**config.mk**
```make
export PLATFORM = sky130hd
export DESIGN_NAME = router_reset_level_control
export DESIGN_NICKNAME = d
export VERILOG_FILES = /design/src/core/router_reset_pkg.sv /design/src/core/router_reset_level_control.sv
export VERILOG_INCLUDE_DIRS = /design/src /design/src/core
export SDC_FILE = /design/constraint.sdc
export NUM_CORES = 1
export LEC_CHECK = 0
export BUFFER_PORTS_ARGS = -buffer_cell sky130_fd_sc_hd__buf_2
export CAP_MARGIN = 20
export CORE_AREA = 8 8 116 118
export DETAILED_ROUTE_END_ITERATION = 10
export DIE_AREA = 0 0 124 126
export GPL_ROUTABILITY_DRIVEN = 0
export GPL_TIMING_DRIVEN = 1
export PLACE_DENSITY = 0.88
export SYNTH_ARGS = -nofsm -noshare
export SYNTH_HDL_FRONTEND = slang
export SYNTH_SLANG_ARGS = --single-unit
```
**constraint.sdc**
```tcl
create_clock -name clock -period 5.7 [get_ports clock]
set_input_delay 1.14 -clock clock [delete_from_list [all_inputs] [get_ports clock]]
set_output_delay 1.14 -clock clock [all_outputs]
set_load 0.01 [all_outputs]
```
**src/core/router_reset_defines.svh**
```systemverilog
// Purpose: Named constants for the reset-level controller.
// Assumes: Included by bare name from the design files.
// Notes:   Only definitions live here.
`ifndef ROUTER_RESET_DEFINES_SVH
`define ROUTER_RESET_DEFINES_SVH
// Command codes delivered by the control port zero decoder.
`define CMD_CLEAR   2'h0
`define CMD_RECOVER 2'h1
`define CMD_READ    2'h2
`define CMD_WRITE   2'h3
// Reset level parameter values.
`define LVL_ONE     8'h01
`define LVL_TWO     8'h02
// Reply status encoding: true is zero, false is one.
`define STAT_TRUE   1'h0
`define STAT_FALSE  1'h1
// Subsystem addresses in the upper address byte.
`define SUB_LINK0   8'h80
`define SUB_LINK31  8'h9F
`define SUB_ALL     8'hFF
// Local register addresses in the lower address byte.
`define LOC_CMD     8'h02
`define LOC_STATUS  8'h03
// Bit positions inside the port command and status words.
`define BIT_START   0
`define BIT_CLEAR   3
// Time the data side is held in reset after a level command.
`define HOLD_NS     80
`define CLK_NS      8
`endif

```
**src/core/router_reset_pkg.sv**
```systemverilog
// Purpose: Types shared by the reset-level controller.
// Assumes: Nothing beyond the constants header.
// Notes:   State names carry no explicit codes; they take 0, 1 and 2 in order.
package router_reset_pkg;
  // Sequencer states.
  typedef enum logic [1:0] {ST_IDLE, ST_CLEAR, ST_RESEND} state_t;
  // Command code carried on the command port.
  typedef logic [1:0] cmd_code_t;
endpackage

```
**src/core/router_reset_level_control.sv**
```systemverilog
// Purpose: Reset-level sequencer for a 32-port packet switch.
// Assumes: Commands arrive decoded, one-cycle pulses, on clock.
// Notes:   The device input clock and reset pin are sampled here.
// Contract
// - Pin high one input clock resets everything; code leaves configAbort, ackClear, errorResend, replyStatus and readData out.
// - Command reset spares control links and headers.
// - Resets except level three discard packets.
// - Reset may abort running configuration command.
// - Hardware reset: defaults, idle links, base speed.
// - Hardware reset clears buffers and latched errors.
// - Level one: data links idle, registers default.
// - Level two: registers kept, data links reset.
// - Level three answered false, nothing else.
// - Per-port clear bit holds port until cleared.
// - Valid level completes with true reply, zero.
// - Other levels reply false, one, no action.
// - Cleared handshake state ignores outstanding replies.
// - Recovery clears acknowledges then resends errors.
// - Reads and writes use 16-bit subsystem addresses.
// - Thirty-five subsystems share the configuration bus.
// - Subsystem FF writes all 32 ports together.
`include "router_reset_defines.svh"
module router_reset_level_control #(
  parameter int Ports      = 32,
  parameter int HoldCycles = (`HOLD_NS + `CLK_NS - 1) / `CLK_NS
) (
  input  wire logic                        clock,
  input  wire logic                        rst,
  input  wire logic                        deviceInputClock,
  input  wire logic                        resetPin,
  input  wire logic                        cmdValid,
  input  wire router_reset_pkg::cmd_code_t cmdCode,
  input  wire logic [7:0]                  cmdLevel,
  input  wire logic [15:0]                 cmdAddr,
  input  wire logic [31:0]                 cmdData,
  input  wire logic                        cfgBusy,
  output logic                             chipReset,
  output logic                             controlLinkReset,
  output logic [Ports-1:0]                 dataLinkReset,
  output logic [Ports-1:0]                 portStart,
  output logic                             linkSpeedDefault,
  output logic                             packetDiscard,
  output logic                             configAbort,
  output logic                             configDefaultLoad,
  output logic                             handshakeClear,
  output logic                             errorClear,
  output logic                             ackClear,
  output logic                             errorResend,
  output logic                             replyValid,
  output logic                             replyStatus,
  output logic [31:0]                      readData
);
  // Synchronisers: first stages are read only by second stages.
  logic clkMeta_r, clkSync_r, clkPrev_r, pinMeta_r, pinSync_r;
  logic devEdge;                          // Input clock rising edge.
  logic hwReset_r, hwReset_nxt;           // Hardware reset level.
  router_reset_pkg::state_t state_r, state_nxt;
  logic [7:0]       holdCnt_r, holdCnt_nxt;   // Hold countdown.
  logic             lvlOne_r, lvlOne_nxt;     // Level one in progress.
  logic [Ports-1:0] portClear_r, portClear_nxt; // Per-port clear bits.
  // Registered outputs and their next values.
  logic             chip_r, chip_nxt, ctl_r, ctl_nxt;
  logic [Ports-1:0] dlr_r, dlr_nxt, start_r, start_nxt;
  logic             spd_r, spd_nxt, disc_r, disc_nxt, abt_r, abt_nxt;
  logic             dflt_r, dflt_nxt, hsc_r, hsc_nxt, erc_r, erc_nxt;
  logic             ack_r, ack_nxt, rsd_r, rsd_nxt;
  logic             rv_r, rv_nxt, rs_r, rs_nxt;
  logic [31:0]      rd_r, rd_nxt;
  logic             resetCmd, levelOk;

  // Port index of a link subsystem; valid only inside the link range.
  function automatic logic [4:0] portOf(input logic [7:0] sub);
    portOf = sub[4:0];
  endfunction

  // True when the subsystem byte names a single data port.
  function automatic logic isPort(input logic [7:0] sub);
    isPort = (sub >= `SUB_LINK0) && (sub <= `SUB_LINK31);
  endfunction

  // The input clock is a pin, so it is synchronised before any
  // edge detection; this costs two cycles of latency on the pin.
  always_ff @(posedge clock or posedge rst) begin
    if (rst) begin
      clkMeta_r <= 1'h0;
      clkSync_r <= 1'h0;
      clkPrev_r <= 1'h0;
      pinMeta_r <= 1'h0;
      pinSync_r <= 1'h0;
    end else begin
      clkMeta_r <= deviceInputClock;
      clkSync_r <= clkMeta_r;
      clkPrev_r <= clkSync_r;
      pinMeta_r <= resetPin;
      pinSync_r <= pinMeta_r;
    end
  end

  assign devEdge  = clkSync_r & ~clkPrev_r;
  // Reset commands are ignored, with no reply, while the pin reset is active.
  assign resetCmd = cmdValid && (cmdCode == `CMD_CLEAR) && !hwReset_r
                    && (state_r == router_reset_pkg::ST_IDLE);
  assign levelOk  = (cmdLevel == `LVL_ONE) || (cmdLevel == `LVL_TWO);

  // Next-state logic for the sequencer and every output.
  always_comb begin
    // The pin is looked at only on input clock edges.
    hwReset_nxt   = devEdge ? pinSync_r : hwReset_r;
    state_nxt     = state_r;
    holdCnt_nxt   = holdCnt_r;
    lvlOne_nxt    = lvlOne_r;
    portClear_nxt = portClear_r;
    start_nxt     = '0;
    abt_nxt       = 1'h0;
    dflt_nxt      = 1'h0;
    hsc_nxt       = 1'h0;
    erc_nxt       = 1'h0;
    ack_nxt       = 1'h0;
    rsd_nxt       = 1'h0;
    rv_nxt        = 1'h0;
    rs_nxt        = `STAT_TRUE;
    rd_nxt        = rd_r;
    case (state_r)
      router_reset_pkg::ST_IDLE: begin
        if (resetCmd && levelOk) begin
          // Valid level: hold the data side, abort a busy command.
          state_nxt   = router_reset_pkg::ST_CLEAR;
          holdCnt_nxt = 8'(HoldCycles - 1);
          lvlOne_nxt  = (cmdLevel == `LVL_ONE);
          abt_nxt     = cfgBusy;
          hsc_nxt     = 1'h1;
          erc_nxt     = 1'h1;
          if (cmdLevel == `LVL_ONE) begin
            // Registers go back to their power-on values.
            dflt_nxt      = 1'h1;
            portClear_nxt = '0;
          end
        end else if (resetCmd) begin
          // Level three or any other value: refuse with false.
          rv_nxt = 1'h1;
          rs_nxt = `STAT_FALSE;
        end else if (cmdValid && (cmdCode == `CMD_RECOVER)) begin
          // Acknowledge state goes first; errors resend next cycle.
          ack_nxt   = 1'h1;
          state_nxt = router_reset_pkg::ST_RESEND;
        end else if (cmdValid && (cmdCode == `CMD_WRITE)) begin
          rv_nxt = 1'h1;
          if (cmdAddr[7:0] == `LOC_CMD) begin
            // Broadcast reaches every port at once.
            if (cmdAddr[15:8] == `SUB_ALL) begin
              portClear_nxt = {Ports{cmdData[`BIT_CLEAR]}};
              start_nxt     = {Ports{cmdData[`BIT_START]}};
            end else if (isPort(cmdAddr[15:8])) begin
              // Only the addressed port changes.
              portClear_nxt[portOf(cmdAddr[15:8])] =
                cmdData[`BIT_CLEAR];
              start_nxt[portOf(cmdAddr[15:8])] =
                cmdData[`BIT_START];
            end
          end
        end else if (cmdValid && (cmdCode == `CMD_READ)) begin
          // Status read shows the port's clear bit; others read 0.
          rv_nxt = 1'h1;
          rd_nxt = '0;
          if (isPort(cmdAddr[15:8]) &&
              (cmdAddr[7:0] == `LOC_STATUS)) begin
            rd_nxt[`BIT_CLEAR] = portClear_r[portOf(cmdAddr[15:8])];
          end
        end
      end
      router_reset_pkg::ST_CLEAR: begin
        // Completion reply goes out once the hold time has run.
        if (holdCnt_r == 8'h00) begin
          state_nxt = router_reset_pkg::ST_IDLE;
          rv_nxt    = 1'h1;
          rs_nxt    = `STAT_TRUE;
        end else begin
          holdCnt_nxt = holdCnt_r - 8'h01;
        end
      end
      router_reset_pkg::ST_RESEND: begin
        rsd_nxt   = 1'h1;
        state_nxt = router_reset_pkg::ST_IDLE;
      end
      default: state_nxt = router_reset_pkg::ST_IDLE;
    endcase
    // Pin reset overrides all outputs but configAbort, ackClear, errorResend, replyStatus and readData, control links included.
    if (hwReset_nxt) begin
      state_nxt     = router_reset_pkg::ST_IDLE;
      portClear_nxt = '0;
      start_nxt     = '0;
      rv_nxt        = 1'h0;
      hsc_nxt       = 1'h1;
      erc_nxt       = 1'h1;
      dflt_nxt      = 1'h1;
    end
    chip_nxt = hwReset_nxt;
    // Command resets never touch the control links.
    ctl_nxt  = hwReset_nxt;
    // Held ports stay in reset whatever else happens.
    dlr_nxt  = portClear_r | {Ports{hwReset_nxt ||
               (state_nxt == router_reset_pkg::ST_CLEAR)}};
    spd_nxt  = hwReset_nxt || ((state_nxt == router_reset_pkg::ST_CLEAR)
               && lvlOne_nxt);
    disc_nxt = hwReset_nxt ||
               (state_nxt == router_reset_pkg::ST_CLEAR);
  end

  // Registers only; power-on leaves the chip held in pin reset.
  always_ff @(posedge clock or posedge rst) begin
    if (rst) begin
      hwReset_r   <= 1'h1;
      state_r     <= router_reset_pkg::ST_IDLE;
      holdCnt_r   <= 8'h00;
      lvlOne_r    <= 1'h0;
      portClear_r <= '0;
      chip_r      <= 1'h1;
      ctl_r       <= 1'h1;
      dlr_r       <= '1;
      start_r     <= '0;
      spd_r       <= 1'h1;
      disc_r      <= 1'h1;
      abt_r       <= 1'h0;
      dflt_r      <= 1'h1;
      hsc_r       <= 1'h1;
      erc_r       <= 1'h1;
      ack_r       <= 1'h0;
      rsd_r       <= 1'h0;
      rv_r        <= 1'h0;
      rs_r        <= 1'h0;
      rd_r        <= 32'h0000_0000;
    end else begin
      hwReset_r   <= hwReset_nxt;
      state_r     <= state_nxt;
      holdCnt_r   <= holdCnt_nxt;
      lvlOne_r    <= lvlOne_nxt;
      portClear_r <= portClear_nxt;
      chip_r      <= chip_nxt;
      ctl_r       <= ctl_nxt;
      dlr_r       <= dlr_nxt;
      start_r     <= start_nxt;
      spd_r       <= spd_nxt;
      disc_r      <= disc_nxt;
      abt_r       <= abt_nxt;
      dflt_r      <= dflt_nxt;
      hsc_r       <= hsc_nxt;
      erc_r       <= erc_nxt;
      ack_r       <= ack_nxt;
      rsd_r       <= rsd_nxt;
      rv_r        <= rv_nxt;
      rs_r        <= rs_nxt;
      rd_r        <= rd_nxt;
    end
  end

  // Outputs come straight from the flops above.
  assign chipReset         = chip_r;
  assign controlLinkReset  = ctl_r;
  assign dataLinkReset     = dlr_r;
  assign portStart         = start_r;
  assign linkSpeedDefault  = spd_r;
  assign packetDiscard     = disc_r;
  assign configAbort       = abt_r;
  assign configDefaultLoad = dflt_r;
  assign handshakeClear    = hsc_r;
  assign errorClear        = erc_r;
  assign ackClear          = ack_r;
  assign errorResend       = rsd_r;
  assign replyValid        = rv_r;
  assign replyStatus       = rs_r;
  assign readData          = rd_r;

  // Checks on the sequencer, kept beside the logic they guard.
  a_pin_chip_reset: assert property (@(posedge clock) disable iff (rst)
    devEdge && pinSync_r |=> chipReset && controlLinkReset)
    else $error("Pin reset did not reset the chip.");
  a_ctl_link_kept: assert property (@(posedge clock) disable iff (rst)
    resetCmd && !hwReset_nxt |=> !controlLinkReset)
    else $error("Command reset touched the control links.");
  a_discard_valid: assert property (@(posedge clock) disable iff (rst)
    resetCmd && levelOk && !hwReset_nxt |=> packetDiscard[*2])
    else $error("Valid reset did not discard packets.");
  a_abort_busy: assert property (@(posedge clock) disable iff (rst)
    resetCmd && levelOk && cfgBusy |=> configAbort)
    else $error("Busy configuration command not aborted.");
  a_hw_state: assert property (@(posedge clock) disable iff (rst)
    hwReset_r |-> state_r == router_reset_pkg::ST_IDLE
      && portClear_r == '0 && linkSpeedDefault && errorClear)
    else $error("Pin reset state not at defaults.");
  a_level_one: assert property (@(posedge clock) disable iff (rst)
    resetCmd && cmdLevel == `LVL_ONE && !hwReset_nxt
      |=> configDefaultLoad && linkSpeedDefault && dataLinkReset == '1)
    else $error("Level one reset incomplete.");
  a_level_two: assert property (@(posedge clock) disable iff (rst)
    resetCmd && cmdLevel == `LVL_TWO && !hwReset_nxt
      |=> !configDefaultLoad && $stable(portClear_r) && !linkSpeedDefault)
    else $error("Level two reset disturbed registers.");
  a_bad_level: assert property (@(posedge clock) disable iff (rst)
    resetCmd && !levelOk && !hwReset_nxt
      |=> replyValid && replyStatus && !packetDiscard)
    else $error("Invalid level not refused cleanly.");
  // A pin reset during the hold legally cancels the reply.
  a_good_reply: assert property (@(posedge clock)
    disable iff (rst || hwReset_nxt)
    resetCmd && levelOk && !hwReset_nxt
      |-> ##[1:300] (replyValid && !replyStatus))
    else $error("Valid reset never answered true.");
  a_port_hold: assert property (@(posedge clock) disable iff (rst)
    portClear_r[0] |=> dataLinkReset[0])
    else $error("Cleared port left running.");
  a_recover_order: assert property (@(posedge clock) disable iff (rst)
    $rose(ackClear) && !hwReset_nxt |-> !errorResend ##1 errorResend)
    else $error("Recovery steps out of order.");
endmodule

```
# Word level (Yosys, flattened, before mapping)

Cells that the tools add are included.
W data, S select, Z words.

Input port bits: 64
Latch bits: 0
Memory bits (writable): 0
Bits in read-only memories: 0
Logic and storage cells: 139
Flip-flop bits (word level): 123
Output and inout port bits: 108
Memories: 0

Divide/modulo/power cells: 0
Shifts and indexed selects: 0
Multiplexer cells: 62
Add/sub/neg operators: 1
Eq/ne operators: 16
Multipliers: 0
Order comparisons: 4
Reductions and logical operators: 26
Bitwise logic cells: 8

Operator list:

| cell                  | number |
|---|---|
| $mux W32              | 19 |
| $and A32 B32 Y32      | 1 |
| $bwmux W32            | 1 |
| $or A32 B32 Y32       | 1 |
| $mux W1               | 30 |
| $eq A8 B2 Y1 const B  | 3 |
| $mux W8               | 2 |
| $pmux W8 S2           | 1 |
| $logic_and A1 B1 Y1   | 11 |
| $mux W2               | 5 |
| $eq A8 B1 Y1 const B  | 1 |
| $eq A8 B8 Y1 const B  | 1 |
| $ge A8 B8 Y1 const B  | 1 |
| $le A8 B8 Y1 const B  | 1 |
| $logic_not A8 Y1      | 1 |
| $sub A8 B1 Y8 const B | 1 |
| $reduce_and A7 Y1     | 1 |
| $eq A2 B1 Y1 const B  | 3 |
| $eq A2 B2 Y1 const B  | 3 |
| $lt A5 B6 Y1 const B  | 1 |
| $ne A3 B3 Y1 const B  | 2 |
| $reduce_and A6 Y1     | 1 |
| $reduce_bool A3 Y1    | 2 |
| $bmux W1 S5           | 1 |
| other kinds (15)      | 23 |

# Logic depth before layout (Yosys ltp)

Gate-level depths: netlist of the first run.

Depth in word-level cells: 14
Depth in mapped cells: 8
Depth with buffers taken out: 7

# Worst setup path after synthesis of the first run

OpenSTA, ideal clock, no wires.

Path kind: input-to-reg
Start point: in cmdCode[1]
End point: reg portClear_r[19]
Buffers on the path: 2
Data arrival time: 2851 ps
Setup time: 129 ps
Cell stages on the path: 8
Required time: 5571 ps
Path slack: 2720 ps
Cells stage by stage: or4b_4 -> or4_4 -> and2_4 -> clkinv_2 -> buf_8 -> buf_12 -> o21ai_2 -> o2bb2ai_1

Longest elaborated chain between the ends: 8
Elaborated cells on any way between the ends: 19
Classes of those cells: 5 x eq/ne; 3 x mux; 11 x reduce/logical

RTL lines:

| element                                                                   | line                              | RTL |
|---|---|---|
| from (decl)                                                               | router_reset_level_control.sv:32  | `input wire router_reset_pkg::cmd_code_t cmdCode,` |
| parallel branches: the longest is 8 deep, another holds $reduce_and A7 Y1 | n/a                               |  |
| to (signal assigned)                                                      | router_reset_level_control.sv:237 | `portClear_r <= portClear_nxt;` |
| to (decl)                                                                 | router_reset_level_control.sv:60  | `logic [Ports-1:0] portClear_r, portClear_nxt;` |

Parallel ways; which one is timed is not known. The select of a mux whose other input is x is not followed.
A chain may end at the register's enable or synchronous reset.

# Final worst setup path of the first run

Start point: in cmdCode[1]
End point: reg portClear_r[6]

The elaborated chain is that of the path after synthesis.

==> impl_metrics.json, run 1 <==
{
  "outcome": "completed",
  "worstSetupStartpointType": "input port",
  "ys_ff_latch": 123,
  "start_util_pct": 49.9,
  "grt_start_max_net_pins": 77,
  "seq_area_frac_synth_pct": 53.5,
  "p_per_area_mw_per_mm2": 334,
  "p_sw_w": 0.000577,
  "ys_warn_count": 0,
  "p_comb_share_pct": 11.0,
  "leakage_nw": 3.15,
  "cp_max_fo": 31,
  "firstDrtPassIters": 5,
  "crit_type": "input port to flop",
  "htree_levels": 4,
  "cts_resized": 0,
  "drt_iter0_drc": 518,
  "avgViaCountPerCell": 5.87,
  "rsz0062_at_grt": "no",
  "maxCapViolations": 0,
  "grt-ovfl-total": 0,
  "cts.sinks": 123,
  "crit_arrival_ns": 4.01,
  "mostFrequentLayoutCell": "buf_2",
  "grt_pass1_wl_um": 24600,
  "finalPower_w": 0.00231,
  "setup_viol": 0,
  "dieHeight_um": 126,
  "antenna_found_initial": 0,
  "cp_num_buf_inv": 2,
  "syn-cell-area_sq_mm": 0.00584,
  "post-route-min-period_ns": 3.77,
  "slew_headroom_pct": 28.4,
  "gr-usage-all-layers_pct": 20.2,
  "intPower_w": 0.00174,
  "synthDistinctLibCells": 69,
  "rr_startpoint": "controlLinkReset",
  "hpwl_um": 10700,
  "placement_rows": 40,
  "area_growth_pct": 18.4,
  "r2r_slack_ns": 2.36,
  "drt-total-wl_um": 15600,
  "wl_per_cell_um": 19.4,
  "nets": 708,
  "slew_viol_final": 0,
  "async_flop_share_pct": 100,
  "hp-start": "clkMeta_r",
  "cts_buffers": 17,
  "synthCells": 547,
  "cts-root-buf": "clkbuf_16",
  "numPortBuffers": 110,
  "grt_pass1_vias": 4768,
  "cts_tree": "done",
  "fmax_mhz": 266,
  "critPathSlowestCell": "or3_1",
  "switching_share_pct": 24.9,
  "clkPwrFrac_pct": 47.4,
  "fp.dieArea_sq_mm": 0.0156,
  "critPathMaxStageDelay_ns": 0.90,
  "timing.critical_path.cells": "buf_2 -> or4b_4 -> or4_4 -> and2_4 -> clkinv_2 -> or3_1 -> o21ai_0",
  "ys.flop_type": "dfrtp_1",
  "die_x_um": 124,
  "core_area_sq_mm": 0.0117,
  "cpLargestDelayFamily": "simple AND/OR/NAND/NOR gates",
  "fin_skew_ns": 0.00775,
  "peakVddDrop_uv": 212,
  "seqCellArea_sq_mm": 0.00312,
  "io_pins": 172,
  "tns_ns": 0,
  "clk_latency_ns": 0.42,
  "crit_start": "cmdCode[1]",
  "synth_edf_count": 0,
  "fillers": 953,
  "seqPwrFrac_pct": 41.6,
  "multi_input_area_sq_mm": 0.00235,
  "drcViolationCount": 0,
  "required_ns": 5.94,
  "setup_ws_ns": 1.93,
  "post-cts-setup-buffers": 0,
  "antenna_cells": 0,
  "antenna_left": 0,
  "period_share_pct": 66.1,
  "hold_viol": 0,
  "cts_hold_buf": 0,
  "hold_path_class": "flop to flop",
  "syn_avg_cell_area_sq_um": 10.7,
  "drive_above_1_share_pct": 36.9,
  "endpoint_kind": "flop",
  "mostFrequentLayoutCells": "buf_2, dfrtp_1, nor2_1, dfstp_2, or2_2",
  "dp_slack_ns": 1.54,
  "vias": 4714,
  "cts.reportedPaths.clkPinSlew_ns": 0.06,
  "cts_buffer_depth": 2,
  "tightest_slew_ns": 1.07
}
-- registers in the layout, indices dropped and copies added, names as in the netlist, 2 cells and up --
signal         cells
dataLinkReset     32
portClear_r       32
portStart         32
holdCnt_r          8
state_r            2
-- routing by layer --
metal	vias up	GRT usage [%]	part of all wire [%]
met5	-	0	0
met4	0	10.2	2.6
met3	35	6.21	11
met2	303	33.1	50
met1	2292	23.1	37
li1	2084	-	-
-- power by group through the flow --
stage	Clock (W)	Combinational, W	Sequential, W
4_1_cts	0.00111	0.000254	0.000962
3_5_place_dp	0	0.000252	0.000976
3_3_place_gp	0	0.000244	0.000974
5_1_grt	0.00115	0.000279	0.000967
2_1_floorplan	0	0.000167	0.000996
6_report	0.00110	0.000255	0.000962
-- worst register-to-register path, delay by kind of cell, from the launching register on --
family / cells / cell delay [ns]
simple gates: 4 / 2.26
flops: 1 / 0.39
buf+inv: 1 / 0.29
compound gates: 1 / 0.23
-- worst paths after layout --
| kind | to | cells after the start |
|---|---|---|
| worst max-delay path | portClear_r[6] | 7 |
| worst min-delay path | clkSync_r | 0 |
| worst max register to register | portClear_r[6] | 6 |
| worst min register to register | clkSync_r | 0 |
| max in group asynchronous | state_r[1] | 3 |
| min in group asynchronous | portStart[0] | 2 |
-- final cells by class --
type / instances / share of cell area, %
repair buffers: 115 / 8.55
flip-flops and latches: 123 / 45.2
well taps: 147 / 2.66
clock buffers: 18 / 6.35
inverters: 14 / 0.814
multi-input cells: 372 / 34.0
clock inverters: 14 / 2.44
-- stage by stage --
| step | instances | area, sq um | util, % | hold slack [ns] |
|---|---|---|---|---|
| after detailed placement | 771 | 6310 | 53.9 | 0.346 |
| after floorplan | 577 | 5960 | - | 0.331 |
| after global placement | 770 | 6300 | 53.8 | 0.336 |
| after CTS | 803 | 6920 | 59.1 | 0.359 |
| after global routing | 803 | 6920 | 59.1 | 0.364 |
| final | 803 | 6920 | 59.1 | 0.353 |
-- cells by family (layout without fill, tap and decap cells) --
kind of cell / after synthesis / in the layout / synth area share [%]
simple gates: 203 / 203 / 19.6
flops: 123 / 123 / 53.5
compound gates: 121 / 121 / 14.6
buf+inv: 82 / 161 / 8.18
mux: 10 / 10 / 3.02
xor+xnor: 6 / 6 / 0.899
fa+ha+maj: 1 / 1 / 0.214
other cells: 1 / 31 / 0.0642
-- cell usage after synthesis (all sizes together), types with 4 or more instances --
cell type	n	share of area, %
nand2b	7	0.75
dfstp	37	17
nor3b	4	0.51
o21ai	44	4.3
xnor2	5	0.75
o2bb2ai	22	3.3
nor4b	4	0.71
mux4	6	2.3
o22ai	5	0.54
or3	5	0.54
or2	37	4.0
nand3	9	0.77
o211ai	19	2.5
nor3	24	2.1
or4	7	1.0
nand4	4	0.43
a21o	4	0.51
and2	9	1.0
nand2	17	1.1
inv	13	0.84
dfrtp	86	37
buf	48	5.9
nor2b	4	0.43
nor4	8	0.96
a21oi	9	0.77
a22oi	5	0.64
nor2	51	3.3
clkbuf	20	1.3
No activity file was read; power rests on OpenSTA's default activity.
==> inputs of run 2 (changes only) <==
--- a/config.mk
+++ b/config.mk
@@ -8,12 +8,12 @@
 export LEC_CHECK = 0
 export BUFFER_PORTS_ARGS = -buffer_cell sky130_fd_sc_hd__buf_2
 export CAP_MARGIN = 20
-export CORE_AREA = 8 8 116 118
+export CORE_AREA = 8 8 121 123
 export DETAILED_ROUTE_END_ITERATION = 10
-export DIE_AREA = 0 0 124 126
+export DIE_AREA = 0 0 129 131
 export GPL_ROUTABILITY_DRIVEN = 0
 export GPL_TIMING_DRIVEN = 1
-export PLACE_DENSITY = 0.88
+export PLACE_DENSITY = 0.85
 export SYNTH_ARGS = -nofsm -noshare
 export SYNTH_HDL_FRONTEND = slang
 export SYNTH_SLANG_ARGS = --single-unit
==> constraint.sdc (replaced) <==
create_clock -name clock -period 3.3 [get_ports clock]
set_input_delay 0.66 -clock clock [delete_from_list [all_inputs] [get_ports clock]]
set_output_delay 0.66 -clock clock [all_outputs]
set_load 0.01 [all_outputs]
==> impl_metrics.json, run 2 (same netlist as run 1, synthesis figures left out) <==
{
  "slew_viol_final": 0,
  "peakVddDrop_uv": 332,
  "numPortBuffers": 110,
  "avgViaCountPerCell": 5.54,
  "clk_latency_ns": 0.42,
  "htree_levels": 4,
  "endpoint_kind": "flop",
  "cts_buffers": 17,
  "fp.dieArea_sq_mm": 0.0169,
  "grt-ovfl-total": 0,
  "drive_above_1_share_pct": 38.2,
  "worstSetupStartpointType": "flop",
  "leakage_nw": 3.18,
  "cts_hold_buf": 0,
  "rsz0062_at_grt": "no",
  "drt-total-wl_um": 15100,
  "p_per_area_mw_per_mm2": 551,
  "cts.sinks": 123,
  "slew_headroom_pct": 38.9,
  "fmax_mhz": 390,
  "post-route-min-period_ns": 2.56,
  "outcome": "completed",
  "gr-usage-all-layers_pct": 18.4,
  "cts_resized": 0,
  "gr-usage-met2_pct": 29.3,
  "fillers": 1103,
  "post-cts-setup-buffers": 0,
  "required_ns": 3.58,
  "area_growth_pct": 20.1,
  "drt_iter0_drc": 475,
  "r2r_slack_ns": 0.74,
  "fin_skew_ns": 0.00837,
  "grt_pass1_wl_um": 24100,
  "dieHeight_um": 131,
  "worst_r2r_path_depth": 7,
  "nets": 720,
  "hpwl_um": 10500,
  "crit_arrival_ns": 2.85,
  "rr_startpoint": "controlLinkReset",
  "hold_viol": 0,
  "maxCapViolations": 0,
  "antenna_cells": 0,
  "antenna_left": 0,
  "tightest_slew_ns": 0.917,
  "period_share_pct": 77.6,
  "core_area_sq_mm": 0.0129,
  "crit_type": "flop to flop",
  "mostFrequentLayoutCell": "buf_2",
  "firstDrtPassIters": 5,
  "gr-usage-met3_pct": 5.11,
  "cts_tree": "done",
  "wl_per_cell_um": 17.9,
  "hold_path_class": "input port to asynchronous set/reset pin",
  "grt_pass1_vias": 4753,
  "drcViolationCount": 0,
  "setup_viol": 0,
  "fin_util_pct": 54.5,
  "placement_rows": 42,
  "mostFrequentLayoutCells": "buf_2, dfrtp_1, nor2_1, dfstp_2, or2_2",
  "die_x_um": 129,
  "vias": 4674,
  "top_usage_layer": "met2",
  "start_util_pct": 45.4,
  "cts-root-buf": "clkbuf_16",
  "io_pins": 172,
  "antenna_found_initial": 0,
  "cts.reportedPaths.clkPinSlew_ns": 0.06,
  "tns_ns": 0,
  "use_met1_pct": 22.8,
  "cp_max_fo": 21,
  "crit_start": "controlLinkReset",
  "cts_buffer_depth": 2,
  "r2r_end": "portClear_r[8]",
  "grt_start_max_net_pins": 48
}
-- run 2: cell types whose count changed in the layout (fill, tap and decap cells not counted), sizes merged --
cell      before  now
clkinv         7    5
buf          115  127
clkinvlp       2    5
inv           16   18
bufinv         3    1
clkbuf        18   17
-- run 2: critical path, stage by stage (launching register included) --
cell and delay, ns:
dfstp_2 0.39, or4b_4 0.59, or4_4 0.57, and2_4 0.20, clkinv_2 0.14, or3_1 0.15
buf_4 0.25, o21ai_1 0.13
-- run 2: worst max path at each step --
stage / to / slack [ns] / depth (start not counted)
2_1_floorplan: portClear_r[19] / 0.80 / 8
3_3_place_gp: portClear_r[6] / 0.43 / 8
3_5_place_dp: portClear_r[6] / 0.40 / 8
4_1_cts: portClear_r[8] / 0.75 / 7
5_1_grt: portClear_r[8] / 0.62 / 7
6_report: portClear_r[8] / 0.74 / 7
-- run 2: cell type report --
type                       count  area, sq um  area share (%)
clock buffer                  17          425            6.06
clock inverter                15          140            2.00
inverter                      14         57.6           0.820
multi-input combinational    372         2360            33.6
sequential                   123         3120            44.5
tap                          176          220            3.14
timing repair buffer         127          691            9.84
-- run 2: layer usage --
metal  vias up  share of wire (%)
li1       2119                  -
met3        38                8.4
met5         -                  0
met2       264                 49
met4         0                2.6
met1      2253                 40
-- run 2: report_power, final --
group | internal (W) | switching, W | total, W
Clock | 0.00105 | 0.000712 | 0.00176
Combinational | 0.000168 | 0.000280 | 0.000448
Sequential | 0.00163 | 0.0000316 | 0.00166
Total | 0.00284 | 0.00102 | 0.00387
-- run 2: stage by stage --
| stage | std cells | power [W] | hold WS, ns | area [sq um] | worst slack [ns] |
|---|---|---|---|---|---|
| after floorplan | 577 | 0.00201 | 0.331 | 5960 | 0.800 |
| after CTS | 844 | 0.00388 | 0.262 | 7020 | 0.745 |
| after detailed placement | 812 | 0.00213 | 0.336 | 6450 | 0.396 |
| after global placement | 812 | 0.00212 | 0.332 | 6450 | 0.435 |
| final | 844 | 0.00387 | 0.254 | 7020 | 0.739 |
| after global routing | 844 | 0.00401 | 0.299 | 7020 | 0.620 |
